==> src/gps_pkg.sv <==
// Shared constants and carrier types for the RF power sequencer
package gps_pkg;
  // Command identifiers
  localparam logic [7:0] CMD_BAUD = 8'h01;
  localparam logic [7:0] CMD_REF_FREQ = 8'h02;
  localparam logic [7:0] CMD_POWER = 8'h03;
  localparam logic [7:0] CMD_RF_POWER = 8'h05;
  localparam logic [7:0] CMD_FREQ_CAL = 8'h06;
  localparam logic [7:0] CMD_TX_MASK = 8'h07;
  localparam logic [7:0] CMD_SLEEP_TIMER = 8'h12;
  localparam logic [7:0] CMD_DOPPLER = 8'h57;
  localparam logic [7:0] CMD_FLOW_POINT = 8'h7F;
  localparam logic [7:0] NOTICE_DONE = 8'h7F;
  // Reset values
  localparam logic [31:0] REF_FREQ_RST = 32'h00E10000;
  localparam logic [15:0] DOPPLER_RST = 16'h0168;
  localparam logic [2:0] BAUD_RST = 3'h2;
  localparam logic [23:0] SLEEP_RST = 24'h000000;
  // Baud selector: 0..6 = 2400,4800,9600,19200,38400,57600,115200
  localparam logic [2:0] BAUD_MAX = 3'h6;
  // Power-control data field
  localparam logic [1:0] PWR_RUN = 2'h0;
  localparam logic [1:0] PWR_HALT = 2'h1;
  localparam logic [1:0] PWR_STOP = 2'h2;
  // Timing
  localparam int CLK_HZ = 40000000;
  localparam int MS_PER_S = 1000;
  localparam int MS_CYCLES = CLK_HZ / MS_PER_S;
  localparam int SAMPLE_DIV = 2;
  // Command carrier from the serial front end
  typedef struct packed {
    logic valid;
    logic [7:0] id;
    logic [31:0] data;
  } gps_cmd_t;
  // Settings held by the block
  typedef struct packed {
    logic freq_cal_en;
    logic [31:0] ref_freq;
    logic [15:0] doppler;
    logic [2:0] baud;
    logic [2:0] baud_pend;
    logic baud_pend_vld;
    logic tx_mask_en;
    logic flow_point_en;
    logic [23:0] sleep_ms;
    logic sleep_stop;
  } gps_cfg_t;
endpackage

==> src/gps_ms_tick.sv <==
// Millisecond enable pulse divider
`timescale 1ns/100ps
module gps_ms_tick #(
  parameter int CYCLES = gps_pkg::MS_CYCLES
) (
  input wire logic clk,
  input wire logic rst_n,
  output logic tick
);
  typedef struct packed {
    logic [31:0] cnt;
    logic tick;
  } gps_tick_st_t;
  gps_tick_st_t st_ff;
  gps_tick_st_t nxt_st;
  // One-cycle pulse every CYCLES clocks
  always_comb begin
    nxt_st = st_ff;
    nxt_st.tick = 1'b0;
    if (st_ff.cnt == 32'(CYCLES - 1)) begin
      nxt_st.cnt = 32'h00000000;
      nxt_st.tick = 1'b1;
    end else begin
      nxt_st.cnt = st_ff.cnt + 32'h00000001;
    end
  end
  always_ff @(posedge clk or negedge rst_n) begin
    if (!rst_n) begin
      st_ff <= '0;
    end else begin
      st_ff <= nxt_st;
    end
  end
  assign tick = st_ff.tick;
endmodule // gps_ms_tick

==> src/gps_rf_power_sequencer.sv <==
// RF power sequencing, sample masking and power-save control
// Summary of operation
// Positioning start enables sample clock, RF power high and feedback outputs.
// Status reports capture in progress while capture window runs.
// Status reports idling once the capture window ends.
// After reception, sample clock stops, RF power low, feedback outputs stop.
// On completion send notice 0x7F only when flow point output enabled.
// Flow point output disabled after reset.
// Host must not send baud, RF power, calibration or mask commands mid-run.
// Command 0x06 sets calibration enable and reports the setting back.
// Host keeps reference clock running through calibrated capture windows.
// Reference frequency held as 4 bytes, reset 0x00E10000.
// Doppler search range held in hertz, reset 0x168.
// Seven serial rates supported, 9600 bps after reset.
// Baud change during another reception applies after that reception ends.
// Mask off by default; when masking and transmit active, samples read zero.
// While masking on transmit active, gain and offset outputs go high impedance.
// RF power is controlled autonomously during positioning.
// Power command or sleep timer expiry leaves run for a sleep mode.
// Light sleep keeps PLL; wake low or any command returns to run.
// Deep sleep stops PLL; only wake low returns to run.
// Sleep command drives RF power low, then standby low, then enters mode.
// Idle for programmed timeout enters the preselected sleep mode.
// Timeout is 24-bit milliseconds; zero disables automatic sleep.
// Wake input is active low.
// Leaving sleep raises standby before run resumes.
`timescale 1ns/100ps
module gps_rf_power_sequencer (
  input wire logic clk,
  input wire logic rst_n,
  input wire gps_pkg::gps_cmd_t cmd_in,
  input wire logic cmd_rx_busy,
  input wire logic serial_activity,
  input wire logic positioning_request,
  input wire logic [15:0] capture_len,
  input wire logic positioning_done,
  input wire logic transmit_active_in,
  input wire logic [3:0] adc_sample_in,
  input wire logic wake_in_n,
  output logic sample_clock_out,
  output logic rf_power_out,
  output logic gain_feedback_out,
  output logic gain_feedback_oe_n,
  output logic offset_feedback_out,
  output logic offset_feedback_oe_n,
  output logic [3:0] adc_sample_out,
  output logic capture_busy,
  output logic positioning_busy,
  output logic notice_valid,
  output logic [7:0] notice_id,
  output logic reply_valid,
  output logic [7:0] reply_id,
  output logic [31:0] reply_data,
  output logic [2:0] baud_sel,
  output logic [31:0] ref_freq,
  output logic [15:0] doppler_range,
  output logic freq_cal_en,
  output logic pll_run,
  output logic standby_out_n
);
  typedef enum logic [5:0] {
    GPS_RUN = 6'h01,
    GPS_RF_OFF = 6'h02,
    GPS_STBY = 6'h04,
    GPS_HALT = 6'h08,
    GPS_STOP = 6'h10,
    GPS_WAKE = 6'h20
  } gps_pwr_t;
  typedef enum logic [3:0] {
    GPS_IDLE = 4'h1,
    GPS_CAPTURE = 4'h2,
    GPS_PROCESS = 4'h4,
    GPS_FINISH = 4'h8
  } gps_pos_t;
  typedef struct packed {
    gps_pwr_t pwr;
    gps_pos_t pos;
    logic target_stop;
    logic [15:0] cap_cnt;
    logic [23:0] idle_ms;
    logic [7:0] div_cnt;
    gps_pkg::gps_cfg_t cfg;
    logic sample_clk;
    logic rf_on;
    logic gain;
    logic gain_oe_n;
    logic offset;
    logic offset_oe_n;
    logic [3:0] sample;
    logic notice_v;
    logic reply_v;
    logic [7:0] reply_id;
    logic [31:0] reply_data;
    logic stby_n;
    logic cap_busy;
    logic pos_busy;
    logic pll_on;
  } gps_st_t;

  gps_st_t st_ff;
  gps_st_t nxt_st;
  logic rst_meta_ff;
  logic rst_sync_ff;
  logic wake_n;
  logic ms_tick;
  logic [3:0] masked;
  logic masking;
  logic feedback_on;

  // Reset release through two flops; assertion stays asynchronous
  always_ff @(posedge clk or negedge rst_n) begin
    if (!rst_n) begin
      rst_meta_ff <= 1'b0;
      rst_sync_ff <= 1'b0;
    end else begin
      rst_meta_ff <= 1'b1;
      rst_sync_ff <= rst_meta_ff;
    end
  end

  // Wake pin is asynchronous and idles high
  gps_sync #(
    .RST_VAL(1'b1)
  ) u_wake_sync (
    .clk(clk),
    .rst_n(rst_sync_ff),
    .din(wake_in_n),
    .dout(wake_n)
  );

  gps_ms_tick #(
    .CYCLES(gps_pkg::MS_CYCLES)
  ) u_ms_tick (
    .clk(clk),
    .rst_n(rst_sync_ff),
    .tick(ms_tick)
  );

  // Gain feedback from the sample magnitude band
  function automatic logic gain_of(input logic [3:0] s);
    gain_of = (s >= 4'h6) && (s <= 4'hA);
  endfunction

  // Sample masking; transmit pin is assumed on the clock domain of the RF front end
  assign masking = st_ff.cfg.tx_mask_en && transmit_active_in;
  assign masked = masking ? 4'h0 : adc_sample_in;
  assign feedback_on = st_ff.rf_on && (st_ff.pos == GPS_CAPTURE);

  // Next-state logic for sequencing, settings and power save
  always_comb begin
    nxt_st = st_ff;
    nxt_st.notice_v = 1'b0;
    nxt_st.reply_v = 1'b0;
    nxt_st.sample = masked;

    // Baud change deferred while another command is still arriving
    if (st_ff.cfg.baud_pend_vld && !cmd_rx_busy) begin
      nxt_st.cfg.baud = st_ff.cfg.baud_pend;
      nxt_st.cfg.baud_pend_vld = 1'b0;
    end

    // Commands are honoured only in run; a light-sleep wake drops the command
    if (cmd_in.valid && (st_ff.pwr == GPS_RUN)) begin
      case (cmd_in.id)
        gps_pkg::CMD_BAUD: begin
          if (cmd_in.data[2:0] <= gps_pkg::BAUD_MAX) begin
            if (cmd_rx_busy) begin
              nxt_st.cfg.baud_pend = cmd_in.data[2:0];
              nxt_st.cfg.baud_pend_vld = 1'b1;
            end else begin
              nxt_st.cfg.baud = cmd_in.data[2:0];
            end
          end
        end
        gps_pkg::CMD_REF_FREQ: begin
          nxt_st.cfg.ref_freq = cmd_in.data;
        end
        gps_pkg::CMD_FREQ_CAL: begin
          nxt_st.cfg.freq_cal_en = cmd_in.data[0];
          nxt_st.reply_v = 1'b1;
          nxt_st.reply_id = gps_pkg::CMD_FREQ_CAL;
          nxt_st.reply_data = {31'h00000000, cmd_in.data[0]};
        end
        gps_pkg::CMD_TX_MASK: begin
          nxt_st.cfg.tx_mask_en = cmd_in.data[0];
        end
        gps_pkg::CMD_DOPPLER: begin
          nxt_st.cfg.doppler = cmd_in.data[15:0];
        end
        gps_pkg::CMD_FLOW_POINT: begin
          nxt_st.cfg.flow_point_en = cmd_in.data[0];
        end
        gps_pkg::CMD_SLEEP_TIMER: begin
          nxt_st.cfg.sleep_ms = cmd_in.data[23:0];
          nxt_st.cfg.sleep_stop = cmd_in.data[24];
        end
        gps_pkg::CMD_RF_POWER: begin
          // Manual RF control ignored while positioning runs
          if (st_ff.pos == GPS_IDLE) begin
            nxt_st.rf_on = cmd_in.data[0];
          end
        end
        default: begin
        end
      endcase
    end

    // Positioning sequence
    case (st_ff.pos)
      GPS_IDLE: begin
        if (positioning_request && (st_ff.pwr == GPS_RUN)) begin
          nxt_st.pos = GPS_CAPTURE;
          nxt_st.rf_on = 1'b1;
          nxt_st.cap_cnt = capture_len;
        end
      end
      GPS_CAPTURE: begin
        if (st_ff.cap_cnt == 16'h0000) begin
          nxt_st.pos = GPS_PROCESS;
          nxt_st.rf_on = 1'b0;
        end else if (ms_tick) begin
          nxt_st.cap_cnt = st_ff.cap_cnt - 16'h0001;
        end
      end
      GPS_PROCESS: begin
        if (positioning_done) begin
          nxt_st.pos = GPS_FINISH;
        end
      end
      GPS_FINISH: begin
        nxt_st.notice_v = st_ff.cfg.flow_point_en;
        nxt_st.pos = GPS_IDLE;
      end
      default: begin
        nxt_st.pos = GPS_IDLE;
      end
    endcase

    // Sample clock divider runs only while RF power is on in capture
    if (feedback_on) begin
      if (st_ff.div_cnt == 8'(gps_pkg::SAMPLE_DIV - 1)) begin
        nxt_st.div_cnt = 8'h00;
        nxt_st.sample_clk = !st_ff.sample_clk;
      end else begin
        nxt_st.div_cnt = st_ff.div_cnt + 8'h01;
      end
    end else begin
      nxt_st.div_cnt = 8'h00;
      nxt_st.sample_clk = 1'b0;
    end

    // Feedback outputs: driven in capture, released when masked or stopped
    if (!feedback_on || masking) begin
      nxt_st.gain_oe_n = 1'b1;
      nxt_st.offset_oe_n = 1'b1;
      nxt_st.gain = 1'b0;
      nxt_st.offset = 1'b0;
    end else begin
      nxt_st.gain = gain_of(masked);
      nxt_st.gain_oe_n = 1'b0;
      nxt_st.offset = masked[3];
      // Mid-scale sample leaves the offset line floating
      nxt_st.offset_oe_n = (masked == 4'h8);
    end

    // Idle timer counts whole milliseconds without activity
    if ((st_ff.pos != GPS_IDLE) || cmd_in.valid || serial_activity || cmd_rx_busy
        || (st_ff.pwr != GPS_RUN)) begin
      nxt_st.idle_ms = 24'h000000;
    end else if (ms_tick && (st_ff.idle_ms != 24'hFFFFFF)) begin
      nxt_st.idle_ms = st_ff.idle_ms + 24'h000001;
    end

    // Power-save sequencing
    case (st_ff.pwr)
      GPS_RUN: begin
        if (cmd_in.valid && (cmd_in.id == gps_pkg::CMD_POWER)
            && (cmd_in.data[1:0] != gps_pkg::PWR_RUN)) begin
          nxt_st.pwr = GPS_RF_OFF;
          nxt_st.target_stop = (cmd_in.data[1:0] == gps_pkg::PWR_STOP);
        end else if ((st_ff.cfg.sleep_ms != 24'h000000)
                     && (st_ff.idle_ms >= st_ff.cfg.sleep_ms)) begin
          nxt_st.pwr = GPS_RF_OFF;
          nxt_st.target_stop = st_ff.cfg.sleep_stop;
        end
      end
      GPS_RF_OFF: begin
        nxt_st.rf_on = 1'b0;
        nxt_st.pos = GPS_IDLE;
        nxt_st.pwr = GPS_STBY;
      end
      GPS_STBY: begin
        nxt_st.stby_n = 1'b0;
        nxt_st.pwr = st_ff.target_stop ? GPS_STOP : GPS_HALT;
      end
      GPS_HALT: begin
        if (!wake_n || cmd_in.valid) begin
          nxt_st.pwr = GPS_WAKE;
        end
      end
      GPS_STOP: begin
        if (!wake_n) begin
          nxt_st.pwr = GPS_WAKE;
        end
      end
      GPS_WAKE: begin
        nxt_st.stby_n = 1'b1;
        nxt_st.pwr = GPS_RUN;
      end
      default: begin
        nxt_st.pwr = GPS_RUN;
      end
    endcase

    // Status flags taken from the next state, so the outputs leave flops
    nxt_st.cap_busy = (nxt_st.pos == GPS_CAPTURE);
    nxt_st.pos_busy = (nxt_st.pos != GPS_IDLE);
    nxt_st.pll_on = (nxt_st.pwr != GPS_STOP);
  end

  // State register; settings return to their defaults on reset
  always_ff @(posedge clk or negedge rst_sync_ff) begin
    if (!rst_sync_ff) begin
      st_ff <= '0;
      st_ff.pwr <= GPS_RUN;
      st_ff.pos <= GPS_IDLE;
      st_ff.cfg.ref_freq <= gps_pkg::REF_FREQ_RST;
      st_ff.cfg.doppler <= gps_pkg::DOPPLER_RST;
      st_ff.cfg.baud <= gps_pkg::BAUD_RST;
      st_ff.cfg.sleep_ms <= gps_pkg::SLEEP_RST;
      st_ff.cfg.flow_point_en <= 1'b0;
      st_ff.cfg.tx_mask_en <= 1'b0;
      st_ff.gain_oe_n <= 1'b1;
      st_ff.offset_oe_n <= 1'b1;
      st_ff.stby_n <= 1'b1;
      st_ff.pll_on <= 1'b1;
    end else begin
      st_ff <= nxt_st;
    end
  end

  // Outputs straight from state flops; notice_id is a constant
  assign sample_clock_out = st_ff.sample_clk;
  assign rf_power_out = st_ff.rf_on;
  assign gain_feedback_out = st_ff.gain;
  assign gain_feedback_oe_n = st_ff.gain_oe_n;
  assign offset_feedback_out = st_ff.offset;
  assign offset_feedback_oe_n = st_ff.offset_oe_n;
  assign adc_sample_out = st_ff.sample;
  assign capture_busy = st_ff.cap_busy;
  assign positioning_busy = st_ff.pos_busy;
  assign notice_valid = st_ff.notice_v;
  assign notice_id = gps_pkg::NOTICE_DONE;
  assign reply_valid = st_ff.reply_v;
  assign reply_id = st_ff.reply_id;
  assign reply_data = st_ff.reply_data;
  assign baud_sel = st_ff.cfg.baud;
  assign ref_freq = st_ff.cfg.ref_freq;
  assign doppler_range = st_ff.cfg.doppler;
  assign freq_cal_en = st_ff.cfg.freq_cal_en;
  assign pll_run = st_ff.pll_on;
  assign standby_out_n = st_ff.stby_n;
endmodule // gps_rf_power_sequencer

==> src/gps_sync.sv <==
// Three-stage synchroniser with agreement filter for pin inputs
`timescale 1ns/100ps
module gps_sync #(
  parameter logic RST_VAL = 1'b0
) (
  input wire logic clk,
  input wire logic rst_n,
  input wire logic din,
  output logic dout
);
  typedef struct packed {
    logic [2:0] stage;
    logic value;
  } gps_sync_st_t;
  gps_sync_st_t st_ff;
  gps_sync_st_t nxt_st;
  // Only stages two and three are compared; stage one feeds stage two only
  always_comb begin
    nxt_st = st_ff;
    nxt_st.stage = {st_ff.stage[1:0], din};
    if (st_ff.stage[1] == st_ff.stage[2]) begin
      nxt_st.value = st_ff.stage[2];
    end
  end
  always_ff @(posedge clk or negedge rst_n) begin
    if (!rst_n) begin
      st_ff <= {{3{RST_VAL}}, RST_VAL};
    end else begin
      st_ff <= nxt_st;
    end
  end
  assign dout = st_ff.value;
endmodule // gps_sync

==> config.mk <==
export PLATFORM = sky130hd
export DESIGN_NAME = gps_rf_power_sequencer
export DESIGN_NICKNAME = d
export VERILOG_FILES = /design/src/gps_pkg.sv /design/src/gps_ms_tick.sv /design/src/gps_rf_power_sequencer.sv /design/src/gps_sync.sv
export SDC_FILE = /design/constraint.sdc
export NUM_CORES = 1
export LEC_CHECK = 0
export BUFFER_PORTS_ARGS = -buffer_cell sky130_fd_sc_hd__buf_4
export CORE_AREA = 8 8 152 154
export DETAILED_ROUTE_END_ITERATION = 16
export DIE_AREA = 0 0 160 162
export GPL_TIMING_DRIVEN = 0
export PLACE_DENSITY = 0.72
export SYNTH_ARGS = -nofsm -noshare
export SYNTH_HDL_FRONTEND = slang
export SYNTH_SLANG_ARGS = --single-unit
export TNS_END_PERCENT = 100
==> constraint.sdc <==
create_clock -name clk -period 7.8 [get_ports clk]
set_input_delay 0.39 -clock clk [delete_from_list [all_inputs] [get_ports clk]]
set_output_delay 0.39 -clock clk [all_outputs]
set_load 0.05 [all_outputs]
-- Yosys cells after proc, flatten, opt, wreduce, memory -nomap -nowiden
Cells that the tools add are included.
- flip-flop bits (word level): 198
- input bits: 69
- word-level logic and storage cells: 162
- add/sub/neg operators: 4
- order comparisons: 4
- equality and inequality tests: 34
- mux-type cells: 48
- reductions and logical operators: 36
- operator list (cell ; count):
    2-to-1 mux 41 bit ; 2
    2-to-1 mux 16 bit ; 3
    2-to-1 mux 24 bit ; 2
    2-to-1 mux 34 bit ; 1
    adder 32 x 1 -> 32 bit (second input constant) ; 1
    equality test 32 x 16 -> 1 bit (second input constant) ; 1
    2-to-1 mux 32 bit ; 1
    case mux 16 bit (2 select lines) ; 1
    case mux 6 bit (5 select lines) ; 1
    2-to-1 mux 4 bit ; 7
    2-to-1 mux 25 bit ; 1
    adder 24 x 1 -> 24 bit (second input constant) ; 1
    equality test 8 x 3 -> 1 bit (second input constant) ; 3
    greater-or-equal comparator 24 bit ; 1
    2-to-1 mux 6 bit ; 4
    inequality test 24 bit (second input constant) ; 1
    nonzero test 24 bit ; 1
    equality test 8 x 1 -> 1 bit (second input constant) ; 2
    equality test 8 x 2 -> 1 bit (second input constant) ; 2
    equality test 8 x 7 -> 1 bit (second input constant) ; 2
    zero test 16 bit ; 1
    2-to-1 mux 8 bit ; 2
    subtractor 16 x 1 -> 16 bit (second input constant) ; 1
    2-to-1 mux 1 bit ; 15
    other kinds (33) ; 69

-- Logic depth before layout (Yosys ltp)
Gate-level depths: netlist of run 1.
- depth in word-level cells: 7
- depth in mapped cells: 10
- gate-level depth less buffers: 8

-- Cells and area by module
From an unflattened synthesis of run 1, not the netlist that was laid out.
- cells, all modules: 980
- area total of the unflattened synthesis: 10339.9 µm²
- by module, submodules not included (module ; instances ; cells each ; area each (µm²)):
    gps_rf_power_sequencer ; 1 ; 829 ; 8643.3
    gps_ms_tick ; 1 ; 146 ; 1580.3
    gps_sync ; 1 ; 5 ; 116.4

-- Least setup slack after synthesis of run 1
Ideal clock, no wire load.
- path type: flip-flop to flip-flop
- start point: register st_ff[192] (netlist bit)
- end point: register st_ff (netlist bit doppler_range[10])
- arrival time: 2.400 ns
- data required time: 7.675 ns
- setup slack: 5.274 ns
- stages on the path, launching flop included: 9
- buffers on the path: 2
- period minus slack after synthesis: 2.526 ns
- path through: dfstp_2 -> or3b_4 -> nor2_4 -> nand2_1 -> or3_1 -> or3_1 -> buf_6 -> buf_12 -> mux2_4
- word-level cells in the longest chain between the ends: 3
- RTL lines (element ; RTL line ; RTL):
    start, declared ; gps_rf_power_sequencer.sv:100 ; gps_st_t st_ff;
    start signal, assigned ; gps_rf_power_sequencer.sv:338 ; st_ff <= nxt_st;
    equality test 6 x 1 -> 1 bit ; gps_rf_power_sequencer.sv:163 ; if (cmd_in.valid && (st_ff.pwr == GPS_RUN)) begin
    logical AND 1 bit ; gps_rf_power_sequencer.sv:163 ;
    AND reduction 2 bit (no source line) ; - ;
No other way between the ends.
A chain may end at the register's enable or synchronous reset.

-- Final worst setup path of run 1
- start point: register st_ff[192] (netlist bit)
- end point: register st_ff[80] (netlist bit)
The elaborated chain is that of the path after synthesis.

==> flow_summary.yaml, run 1 <==
outcome:
  status: "finished clean"
min_path:
  hp-start: "wake_in_n"
  hp-class: "primary input to flip-flop"
  hold_path_end: "u_wake_sync.nxt_st[2]"
  whs_path_depth: 1
critical_path:
  cp_cell_sequence: "or3b_4 -> nor2_4 -> nand2_1 -> or4_1 -> nor2_2 -> buf_4 -> mux2_2"
  timing.rr.end: "st_ff[80]"
  crit_buf_inv: 1
  worst_path_max_delay_cell: "dfstp_2"
  worst_setup_path_end_kind: "flip-flop"
  cpPeakStageDelay_ns: 0.61
  crit_start: "st_ff[192]"
  cp.required_ns: 8.11
  rr_worst_depth: 7
  critPathMaxFanout: 10
  cp.depth: 7
  r2r-start: "st_ff[192]"
  rrSetupSlack_ns: 4.85
  worst_ep_arrival_time_ns: 3.25
  crit_type: "flip-flop to flip-flop"
  critPathTopFamily: "simple AND/OR/NAND/NOR gates"
  critPathLaunchType: "flip-flop"
sta:
  whs_ns: 0.0571
  max_freq_mhz: 340
  worst_pin_slew_ns: 1.32
  skew_ns: 0.0212
  slew_headroom_pct: 10.7
  rsz0062_at_grt: "false"
  setup-violations-final: 0
  slew_viol_final: 0
  post-route-period-util_pct: 37.8
  fin_ws_ns: 4.85
  period_minus_slack_ns: 2.95
  hold_violations: 0
layout:
  drive_above_1_share_pct: 34.3
  fillers: 1740
  n_antenna_cell: 0
  syn_to_final_growth_pct: 22.1
  nNetsFinal: 1253
place:
  portBuffers: 138
  hpwl_um: 17100
  post-place-ws_ns: 4.88
  routabilityCongestion: 0.818
global_route:
  grt_pass1_vias: 7234
  grt_pass1_wl_um: 37000
  grtUsageTotal_pct: 17.4
  overflow: 0
  grt_max_degree: 65
  antenna_found_initial: 0
floorplan:
  rows: 53
  die_area_um2: 25900
  die_h_um: 162
  initial_utilization_pct: 49.1
  die_x_um: 160
  core_area_um2: 20700
  io_pins: 185
drt:
  wirelength_um: 22500
  firstDrtPassIters: 5
  drt_iter0_markers: 369
  remaining_drc_errors: 0
  vias_per_cell: 5.08
  ant_nets: 0
  wl_per_cell_um: 15.6
  vias: 7324
yosys:
  avgSynthCellArea_um2: 10.7
  synth_ff_type: "dfrtp_1"
  ys_ff_latch: 198
  synth_cells: 950
  synth_warnings: 0
  ys_types: 63
  synth-edff-count: 0
  synth-async-reset-ratio_pct: 100
  synth_seq_area_share_pct: 49.0
  syn_area_um2: 10200
cts:
  insertion_delay_ns: 0.44
  cts_buffers: 17
  htreeDepth: 4
  cts_sinks: 198
  cts-root-buf: "clkbuf_16"
  cts_tree: "yes"
  clock_path_buffers: 2
  path_clk_slew_ns: 0.07
power:
  leakage_nw: 6.06
  cellPowerDensity_nw_per_um2: 224
  peakVddDrop_mv: 0.155
  p_total_w: 0.00278
job:
  maxCapViolCount: 0
-- stage by stage --
| step | cell area (um2) | utilization (%) | setup TNS, ns | cells |
|---|---|---|---|---|
| final | 12400 | 60.0 | 0 | 1443 |
| after global routing | 12400 | 60.0 | 0 | 1443 |
| after CTS | 12400 | 60.0 | 0 | 1443 |
| after detailed placement | 11800 | 57.1 | 0 | 1410 |
| after global placement | 11700 | 56.6 | -66.12 | 1407 |
| after floorplan | 10300 | - | 0 | 994 |
-- power by group --
group,internal (W),switching [W]
registers,0.00113,0.0000825
clock network,0.000491,0.000407
logic,0.000258,0.000415
-- per-layer routing --
metal / vias up / track usage [%] / share of wire, %
met4: 0 / 3.95 / 1.2
met3: 16 / 4.30 / 4.1
met2: 167 / 29.4 / 50
met1: 3559 / 22.3 / 45
li1: 3582 / - / -
met5: - / 0 / 0
-- registers in the layout (all words and copies together), names as in the netlist, 2 cells and up, named ones only --
register and cells:
adc_sample_out 4, doppler_range 16, ref_freq 32, st_ff 90, u_ms_tick.st_ff 32, u_wake_sync.nxt_st 2
-- layout by cell type, fill, tap and decap left out, types with 4 or more instances in the layout --
master / instances
nor3_1: 19
xor2_1: 25
dfstp_2: 19
clkbuf_16: 17
nand2_1: 41
a21oi_1: 37
o22a_1: 6
nor2_1: 83
nor4b_1: 7
nand3_1: 36
nand3b_1: 4
nor3b_1: 4
clkbuf_1: 16
o21ai_0: 33
conb_1: 46
or4_1: 9
mux2_2: 70
buf_4: 246
o31ai_1: 5
nand4_1: 23
and3_1: 10
and2_1: 6
inv_1: 44
mux2_4: 10
dfrtp_1: 178
ha_1: 29
nor2b_1: 4
a21o_1: 4
nor4_1: 18
xnor2_1: 34
or3_1: 7
inv_6: 4
-- synthesized netlist by cell type (all sizes together) (4+ instances only) --
library cell,n,area (um2)
nor4b,8,70.1
nor4,18,113
ha,29,363
nand4,23,144
nand2,41,154
a21oi,37,185
nor2,85,329
xnor2,34,298
o21ai,33,165
buf,114,868
xor2,25,219
o22a,6,52.6
o31ai,6,50.1
a21o,4,30.0
mux2,81,950
nor3,19,95.1
or3,8,55.1
or4,9,67.6
nand3b,4,30.0
nor2b,4,25.0
and2,6,37.5
and3,10,62.6
dfstp,19,499
nor3b,4,30.0
clkbuf,16,60.1
nand3,36,180
dfrtp,179,4480
inv,44,165
-- worst max path at each step --
| stage | slack, ns | end |
|---|---|---|
| after floorplan | 1.91 | asynchronous set/reset pin |
| after global placement | -0.39 | st_ff[173] |
| after detailed placement | 4.88 | st_ff[56] |
| after CTS | 4.87 | st_ff[179] |
| after global routing | 4.71 | st_ff[179] |
| final | 4.85 | st_ff[80] |
-- worst reg2reg max path, stage by stage, from the launching register on --
cell and delay, ns:
dfstp_2 0.61, or3b_4 0.42, nor2_4 0.23, nand2_1 0.10
or4_1 0.45, nor2_2 0.36, buf_4 0.30, mux2_2 0.36
-- repair_timing --
item | 4_1_cts | 5_1_grt
resized for setup | 0 | 0
setup buffers | 0 | 0
hold endpoints to repair | 2 | 0
hold buffers | 1 | 0
-- area by class of cell --
class	instances	area (um2)	share of cell area, %
buffer	130	928	7.48
clock buffer	18	439	3.54
clock inverter	14	163	1.31
inverter	44	165	1.33
multi-input combinational	622	4270	34.4
sequential	198	4980	40.1
tap	275	344	2.77
timing repair buffer	142	1130	9.09
-- kinds of logic (layout without fill, tap and decap cells) --
group	count (synthesis)	in the layout	synth area share [%]
flops	198	198	49.0
other cells	2	46	0.0739
xor+xnor	59	59	5.08
simple gates	291	291	15.0
mux	82	82	9.44
fa+ha+maj	30	30	3.67
buf+inv	174	348	10.8
compound gates	114	114	6.98
No activity file was read; power rests on OpenSTA's default activity.
==> run 2, diff against run 1 <==
--- a/config.mk
+++ b/config.mk
@@ -5,10 +5,11 @@
 export SDC_FILE = /design/constraint.sdc
 export NUM_CORES = 1
 export LEC_CHECK = 0
+export ABC_AREA = 1
 export BUFFER_PORTS_ARGS = -buffer_cell sky130_fd_sc_hd__buf_4
-export CORE_AREA = 8 8 152 154
+export CORE_AREA = 8 8 156 158
 export DETAILED_ROUTE_END_ITERATION = 16
-export DIE_AREA = 0 0 160 162
+export DIE_AREA = 0 0 164 166
 export GPL_TIMING_DRIVEN = 0
 export PLACE_DENSITY = 0.72
 export SYNTH_ARGS = -nofsm -noshare
==> constraint.sdc (replaced) <==
create_clock -name clk -period 2.85 [get_ports clk]
set_input_delay 0.1425 -clock clk [delete_from_list [all_inputs] [get_ports clk]]
set_output_delay 0.1425 -clock clk [all_outputs]
set_load 0.05 [all_outputs]
==> run 2 against run 1 <==
  * Non-clock buffer count grew 24
  * Sequential power grew to 2.8 times the previous value
  * Final cell count up 28%
  * Sequential share of layout area down 2.6 points
  * Register-to-register slack got worse by 4.1 ns
  * Worst setup slack worse by 4.1 ns
  * Clock-buffer cell count shrank 1
  * Core utilization about the same
  * Via count is 23% higher
  * Critical path depth is 3 higher
  * Design area is 6.9% higher
  * Critical endpoint is now st_ff[185]
==> flow_summary.yaml, run 2 <==
cts:
  insertion_delay_ns: 0.44
  path_clk_slew_ns: 0.08
  cts_tree: "yes"
  htreeDepth: 4
  clock_path_buffers: 2
  cts-root-buf: "clkbuf_16"
  ctsResizeCount: 0
  cts_sinks: 198
  cts_setup_buffers: 0
  cts_buffers: 17
layout:
  largest_reg_flops: 90
  drive_above_1_share_pct: 23.1
  register_area_um2: 4980
  final_common_cell: "nand2_1"
  syn_to_final_growth_pct: 23.3
  largestRegisters: "st_ff: 90 flops, ref_freq: 32 flops, u_ms_tick.st_ff: 32 flops"
  layout_common_cells: "nand2_1, buf_4, inv_1, dfrtp_1, nor2_1"
  multiInputGateArea_um2: 4350
  nNetsFinal: 1643
  n_antenna_cell: 0
  fillers: 1974
  regMostFlops: "st_ff"
place:
  portBuffers: 138
  hpwl_um: 19000
  routabilityCongestion: 0.911
  post-place-ws_ns: 0.791
critical_path:
  crit_type: "flip-flop to flip-flop"
  rr_worst_depth: 10
  cp.required_ns: 3.18
  critPathLaunchType: "flip-flop"
  timing.rr.end: "st_ff[185]"
  worst_ep_arrival_time_ns: 2.38
  r2r-start: "st_ff[171]"
  critPathMaxFanout: 10
  rrSetupSlack_ns: 0.79
  worst_setup_path_end_kind: "flip-flop"
min_path:
  whs_path_depth: 3
  hp-class: "primary input to flip-flop"
  hp-start: "cmd_in[33]"
  hold_path_end: "reply_valid"
floorplan:
  initial_utilization_pct: 48.7
  die_x_um: 164
  core_area_um2: 22100
  io_pins: 185
  rows: 55
  die_area_um2: 27200
  die_h_um: 166
sta:
  slew_viol_final: 0
  tns_ns: 0
  post-route-period-util_pct: 72.2
  period_minus_slack_ns: 2.06
  skew_ns: 0.00842
  hold_violations: 0
  fin_ws_ns: 0.792
  worst_pin_slew_ns: 0.833
  rsz0062_at_grt: "false"
  slew_headroom_pct: 44.5
  setup-violations-final: 0
  max_freq_mhz: 486
yosys:
  netlist.area_leader.share_pct: 41.6
  synth_largest_area_cell: "dfrtp_1"
  syn_area_um2: 10800
  ys_ff_latch: 198
  synth-async-reset-ratio_pct: 100
  avgSynthCellArea_um2: 8.21
  synth_ff_type: "dfrtp_1"
  synth-edff-count: 0
  synth.area.top_cells: "dfrtp_1, nand2_1, buf_4, inv_1, o21ai_0"
  synth_cells: 1311
  synth.most_common_cell: "nand2_1"
  synth_warnings: 0
  synth_commonest_cells: "nand2_1, inv_1, dfrtp_1"
  ys_types: 52
  synth_seq_area_share_pct: 46.3
drt:
  drt_iter0_markers: 594
  wl_per_cell_um: 13.6
  wirelength_um: 25100
  ant_nets: 0
  vias: 8984
  remaining_drc_errors: 0
  firstDrtPassIters: 5
  vias_per_cell: 4.87
global_route:
  grtUsageTotal_pct: 18.8
  grt_max_degree: 70
  overflow: 0
  grt_pass1_vias: 9033
  antenna_found_initial: 0
  grt_pass1_wl_um: 42400
power:
  clock_power_share_pct: 29.1
  switching_share_pct: 36.6
  peakVddDrop_mv: 0.407
  power.internal_w: 0.00514
  pwr-share-seq_pct: 41.1
  cellPowerDensity_nw_per_um2: 611
  leakage_nw: 6.70
  combinationalPowerShare_pct: 29.7
  p_sw_w: 0.00297
job:
  maxCapViolCount: 0
outcome:
  status: "finished clean"
==> run 2: how the worst max path moves through the flow <==
| stage | start | to | slack (ns) | depth (start not counted) |
|---|---|---|---|---|
| 2_1_floorplan | rst_sync_ff | asynchronous set/reset pin | 0.84 | 0 |
| 6_report | st_ff[171] | st_ff[185] | 0.79 | 10 |
| 4_1_cts | st_ff[171] | st_ff[185] | 0.79 | 10 |
| 5_1_grt | u_ms_tick.st_ff[1] | u_ms_tick.st_ff[25] | 0.63 | 9 |
| 3_3_place_gp | rst_sync_ff | asynchronous set/reset pin | 0.13 | 0 |
| 3_5_place_dp | st_ff[171] | st_ff[186] | 0.79 | 10 |
==> run 2: cell families (layout without fill, tap and decap cells) <==
kind of cell / count (synthesis) / count (layout) / share of synthesized area (%)
other: 2 / 46 / 0.0698
AOI/OAI and AO/OA: 177 / 177 / 9.14
muxes: 9 / 9 / 0.942
adders and majority gates: 30 / 30 / 3.46
and+or+nand+nor: 551 / 551 / 22.7
DFF: 198 / 198 / 46.3
buffers and inverters: 312 / 515 / 14.8
xor gates and xnor gates: 32 / 32 / 2.60
==> run 2: per-layer routing <==
metal  vias to the layer above  GRT usage, %  part of all wire, %  routed length [um]
li1                       4523             -                    -                   -
met5                         -             0                    0                   0
met2                       219          32.3                   50               12500
met1                      4214          23.8                   43               10800
met3                        28          3.07                  5.3                1340
met4                         0          5.30                  1.5                 374
==> run 2: timing repair <==
item / in CTS / in global routing
endpoints found under the hold margin: 38 / 0
hold buffers: 31 / 0
endpoints found under the setup margin: 0 / 0
==> run 2: final cells by class <==
type,count,share of cell area [%]
clock inverter,15,1.16
tap,285,2.69
sequential,198,37.6
timing repair buffer,171,10.6
multi-input combinational,845,32.8
inverter,187,5.29
clock buffer,17,3.21
buffer,125,6.74
==> run 2: metrics by stage <==
stage / cells / hold slack, ns / utilization, % / total power, W / area, um2
detailed placement: 1780 / -0.0740 / 56.0 / 0.00576 / 12400
global placement: 1778 / -0.0743 / 55.8 / 0.00570 / 12300
CTS: 1843 / 0.000291 / 60.1 / 0.00818 / 13300
floorplan: 1355 / -0.153 / - / 0.00517 / 10900
finish: 1843 / 0.0160 / 60.1 / 0.00810 / 13300
global route: 1843 / 0.0122 / 60.1 / 0.00858 / 13300
==> run 2: power by group through the flow <==
stage	Sequential (W)	Combinational (W)	Clock, W
final	0.00333	0.00241	0.00236
after global routing	0.00337	0.00266	0.00254
after CTS	0.00333	0.00242	0.00242
after detailed placement	0.00338	0.00238	0
after global placement	0.00341	0.00229	0
after floorplan	0.00349	0.00168	0
==> run 2: worst max-delay path: stages, from the launching register on <==
cell	delay, ns
dfrtp_1	0.38
inv_1	0.13
ha_1	0.20
nand3_1	0.18
nor4_2	0.42
nand2_1	0.14
o21ai_2	0.14
nor2_8	0.08
buf_6	0.15
nand2_1	0.08
o21ai_2	0.05
==> run 3, diff against run 2 <==
==> constraint.sdc (replaced) <==
create_clock -name clk -period 2.1 [get_ports clk]
set_input_delay 0.105 -clock clk [delete_from_list [all_inputs] [get_ports clk]]
set_output_delay 0.105 -clock clk [all_outputs]
set_load 0.05 [all_outputs]
==> run 3 against run 2 <==
  * Critical path type unchanged
  * Sequential power increased by 36%
  * Worst setup slack got worse by 0.63 ns
  * Critical path depth increased by 1
  * Clock-buffer cell count unchanged
  * Fmax increased by 6.1%
  * First-iteration DRC count decreased by 5.1%
  * Core utilization increased by 1.3 points
  * Design area increased by 2.2%
  * Via count increased by 1.0%
  * Highest routed layer unchanged
  * Wire length increased by 1.6%
==> flow_summary.yaml, run 3 (synthesized netlist as in run 2, its figures left out) <==
critical_path:
  critPathMaxFanout: 4
  critPathLaunchType: "flip-flop"
  worst_path_max_delay_cell: "dfrtp_1"
  worst_ep_arrival_time_ns: 2.30
  cpPeakStageDelay_ns: 0.38
  worst_setup_path_end_kind: "flip-flop"
  cp.required_ns: 2.46
  crit_type: "flip-flop to flip-flop"
  cp_cell_sequence: "inv_1 -> ha_1 -> inv_1 -> nor2_1 -> nand3_1 -> nor2_1 -> nand3_1 -> xor2_1 -> o21ai_0 -> nand2_1 -> o21ai_2"
layout:
  multiInputGateArea_um2: 4390
  largest_reg_flops: 90
  utilization_pct: 61.4
  regMostFlops: "st_ff"
  final_common_cell: "nand2_1"
  syn_to_final_growth_pct: 26.1
  layout_common_cells: "nand2_1, buf_4, inv_1, dfrtp_1, nor2_1"
  register_area_um2: 4980
  drive_above_1_share_pct: 23.5
  fillers: 1938
  largestRegisters: "st_ff: 90 flops, ref_freq: 32 flops, u_ms_tick.st_ff: 32 flops"
  stdcell_count: 1870
  nNetsFinal: 1669
place:
  placedCellCount: 1780
  portBuffers: 138
  hpwl_um: 19000
  routabilityCongestion: 0.911
  post-place-ws_ns: 0.0414
floorplan:
  core_area_um2: 22100
  initial_utilization_pct: 48.7
  die_x_um: 164
  io_pins: 185
  die_h_um: 166
  die_area_um2: 27200
  rows: 55
drt:
  wl_per_cell_um: 13.6
  vias_per_cell: 4.85
  remaining_drc_errors: 0
  vias: 9076
  ant_nets: 0
  drt_iter0_markers: 564
  wirelength_um: 25500
  firstDrtPassIters: 5
global_route:
  antenna_found_initial: 0
  grt_pass1_vias: 9112
  grt_pass1_wl_um: 42600
  overflow: 0
  grt_max_degree: 70
  grtUsageTotal_pct: 18.9
cts:
  cts_buffers: 17
  cts_sinks: 198
  cts-root-buf: "clkbuf_16"
  cts_tree: "yes"
  htreeDepth: 4
  path_clk_slew_ns: 0.08
  insertion_delay_ns: 0.43
  clock_path_buffers: 2
sta:
  setup-violations-final: 0
  hold_violations: 0
  worst_pin_slew_ns: 0.838
  slew_headroom_pct: 44.1
  period_minus_slack_ns: 1.94
  tns_ns: 0
  max_freq_mhz: 516
  rsz0062_at_grt: "false"
  post-route-period-util_pct: 92.4
  slew_viol_final: 0
  fin_ws_ns: 0.160
  skew_ns: 0.0104
  whs_ns: 0.0122
outcome:
  status: "finished clean"
power:
  peakVddDrop_mv: 0.551
  cellPowerDensity_nw_per_um2: 817
  leakage_nw: 6.83
job:
  maxCapViolCount: 0
min_path:
  hp-class: "primary input to flip-flop"
[run 3: cell count changes in the layout (fill, tap and decap cells not counted), moves of 2 or more]
cell           change
dlygate4sd3_1     +23
nor2_1             -2
nor3_2             +2
buf_4              +4
nor3_1             -2
clkbuf_2           +3
clkbuf_1           -3
[run 3: through the flow]
| step | instance area (um2) | total power (W) |
|---|---|---|
| after floorplan | 10900 | 0.00701 |
| after global placement | 12300 | 0.00774 |
| after detailed placement | 12400 | 0.00782 |
| after CTS | 13500 | 0.0111 |
| after global routing | 13600 | 0.0117 |
| final | 13600 | 0.0111 |
[run 3: final timing paths]
path | from | end | cells after the start | slack [ns]
setup / recovery | st_ff[171] | st_ff[185] | 11 | 0.16
hold / removal | cmd_rx_busy | st_ff[83] | 3 | 0.01
setup reg to reg | st_ff[171] | st_ff[185] | 11 | 0.16
hold reg to reg | u_wake_sync.nxt_st[2] | u_wake_sync.nxt_st[3] | 0 | 0.36
max in group asynchronous | rst_sync_ff | offset_feedback_oe_n | 2 | 0.41
min in group asynchronous | rst_sync_ff | u_ms_tick.st_ff[11] | 0 | 0.45
[run 3: cell type report]
type | instances | share of cell area (%)
plain buffers | 125 | 6.64
clock buffers | 17 | 3.14
repair buffers | 197 | 12.2
diodes | 1 | 0.0184
clock inverters | 15 | 1.13
inverters | 187 | 5.17
well taps | 285 | 2.63
multi-input cells | 845 | 32.3
flip-flops and latches | 198 | 36.7
[run 3: power by group]
group,internal [W],total (W),switching [W]
registers,0.00422,0.00452,0.000302
logic,0.00120,0.00336,0.00216
clock network,0.00160,0.00321,0.00161
[run 3: routing by layer]
layer / vias to the layer above / wire length, um / GRT usage [%]
met3: 34 / 1310 / 3.12
met4: 0 / 435 / 5.61
li1: 4573 / - / -
met2: 215 / 12700 / 32.5
met5: - / 0 / 0
met1: 4254 / 11000 / 23.9
[run 3: timing repair]
item	CTS	global route
setup endpoints to repair	0	59
gates resized for setup	0	17
buffers inserted	0	3
hold buffers	54	0
endpoints found under the hold margin	78	0
[run 3: critical path, delay by kind of cell, from the launching register on]
kind | cells | cell delay, ns
AOI/OAI and AO/OA | 2 | 0.22
xor gates and xnor gates | 1 | 0.15
adders and majority gates | 1 | 0.22
buffers and inverters | 2 | 0.18
DFF | 1 | 0.38
and+or+nand+nor | 5 | 0.73
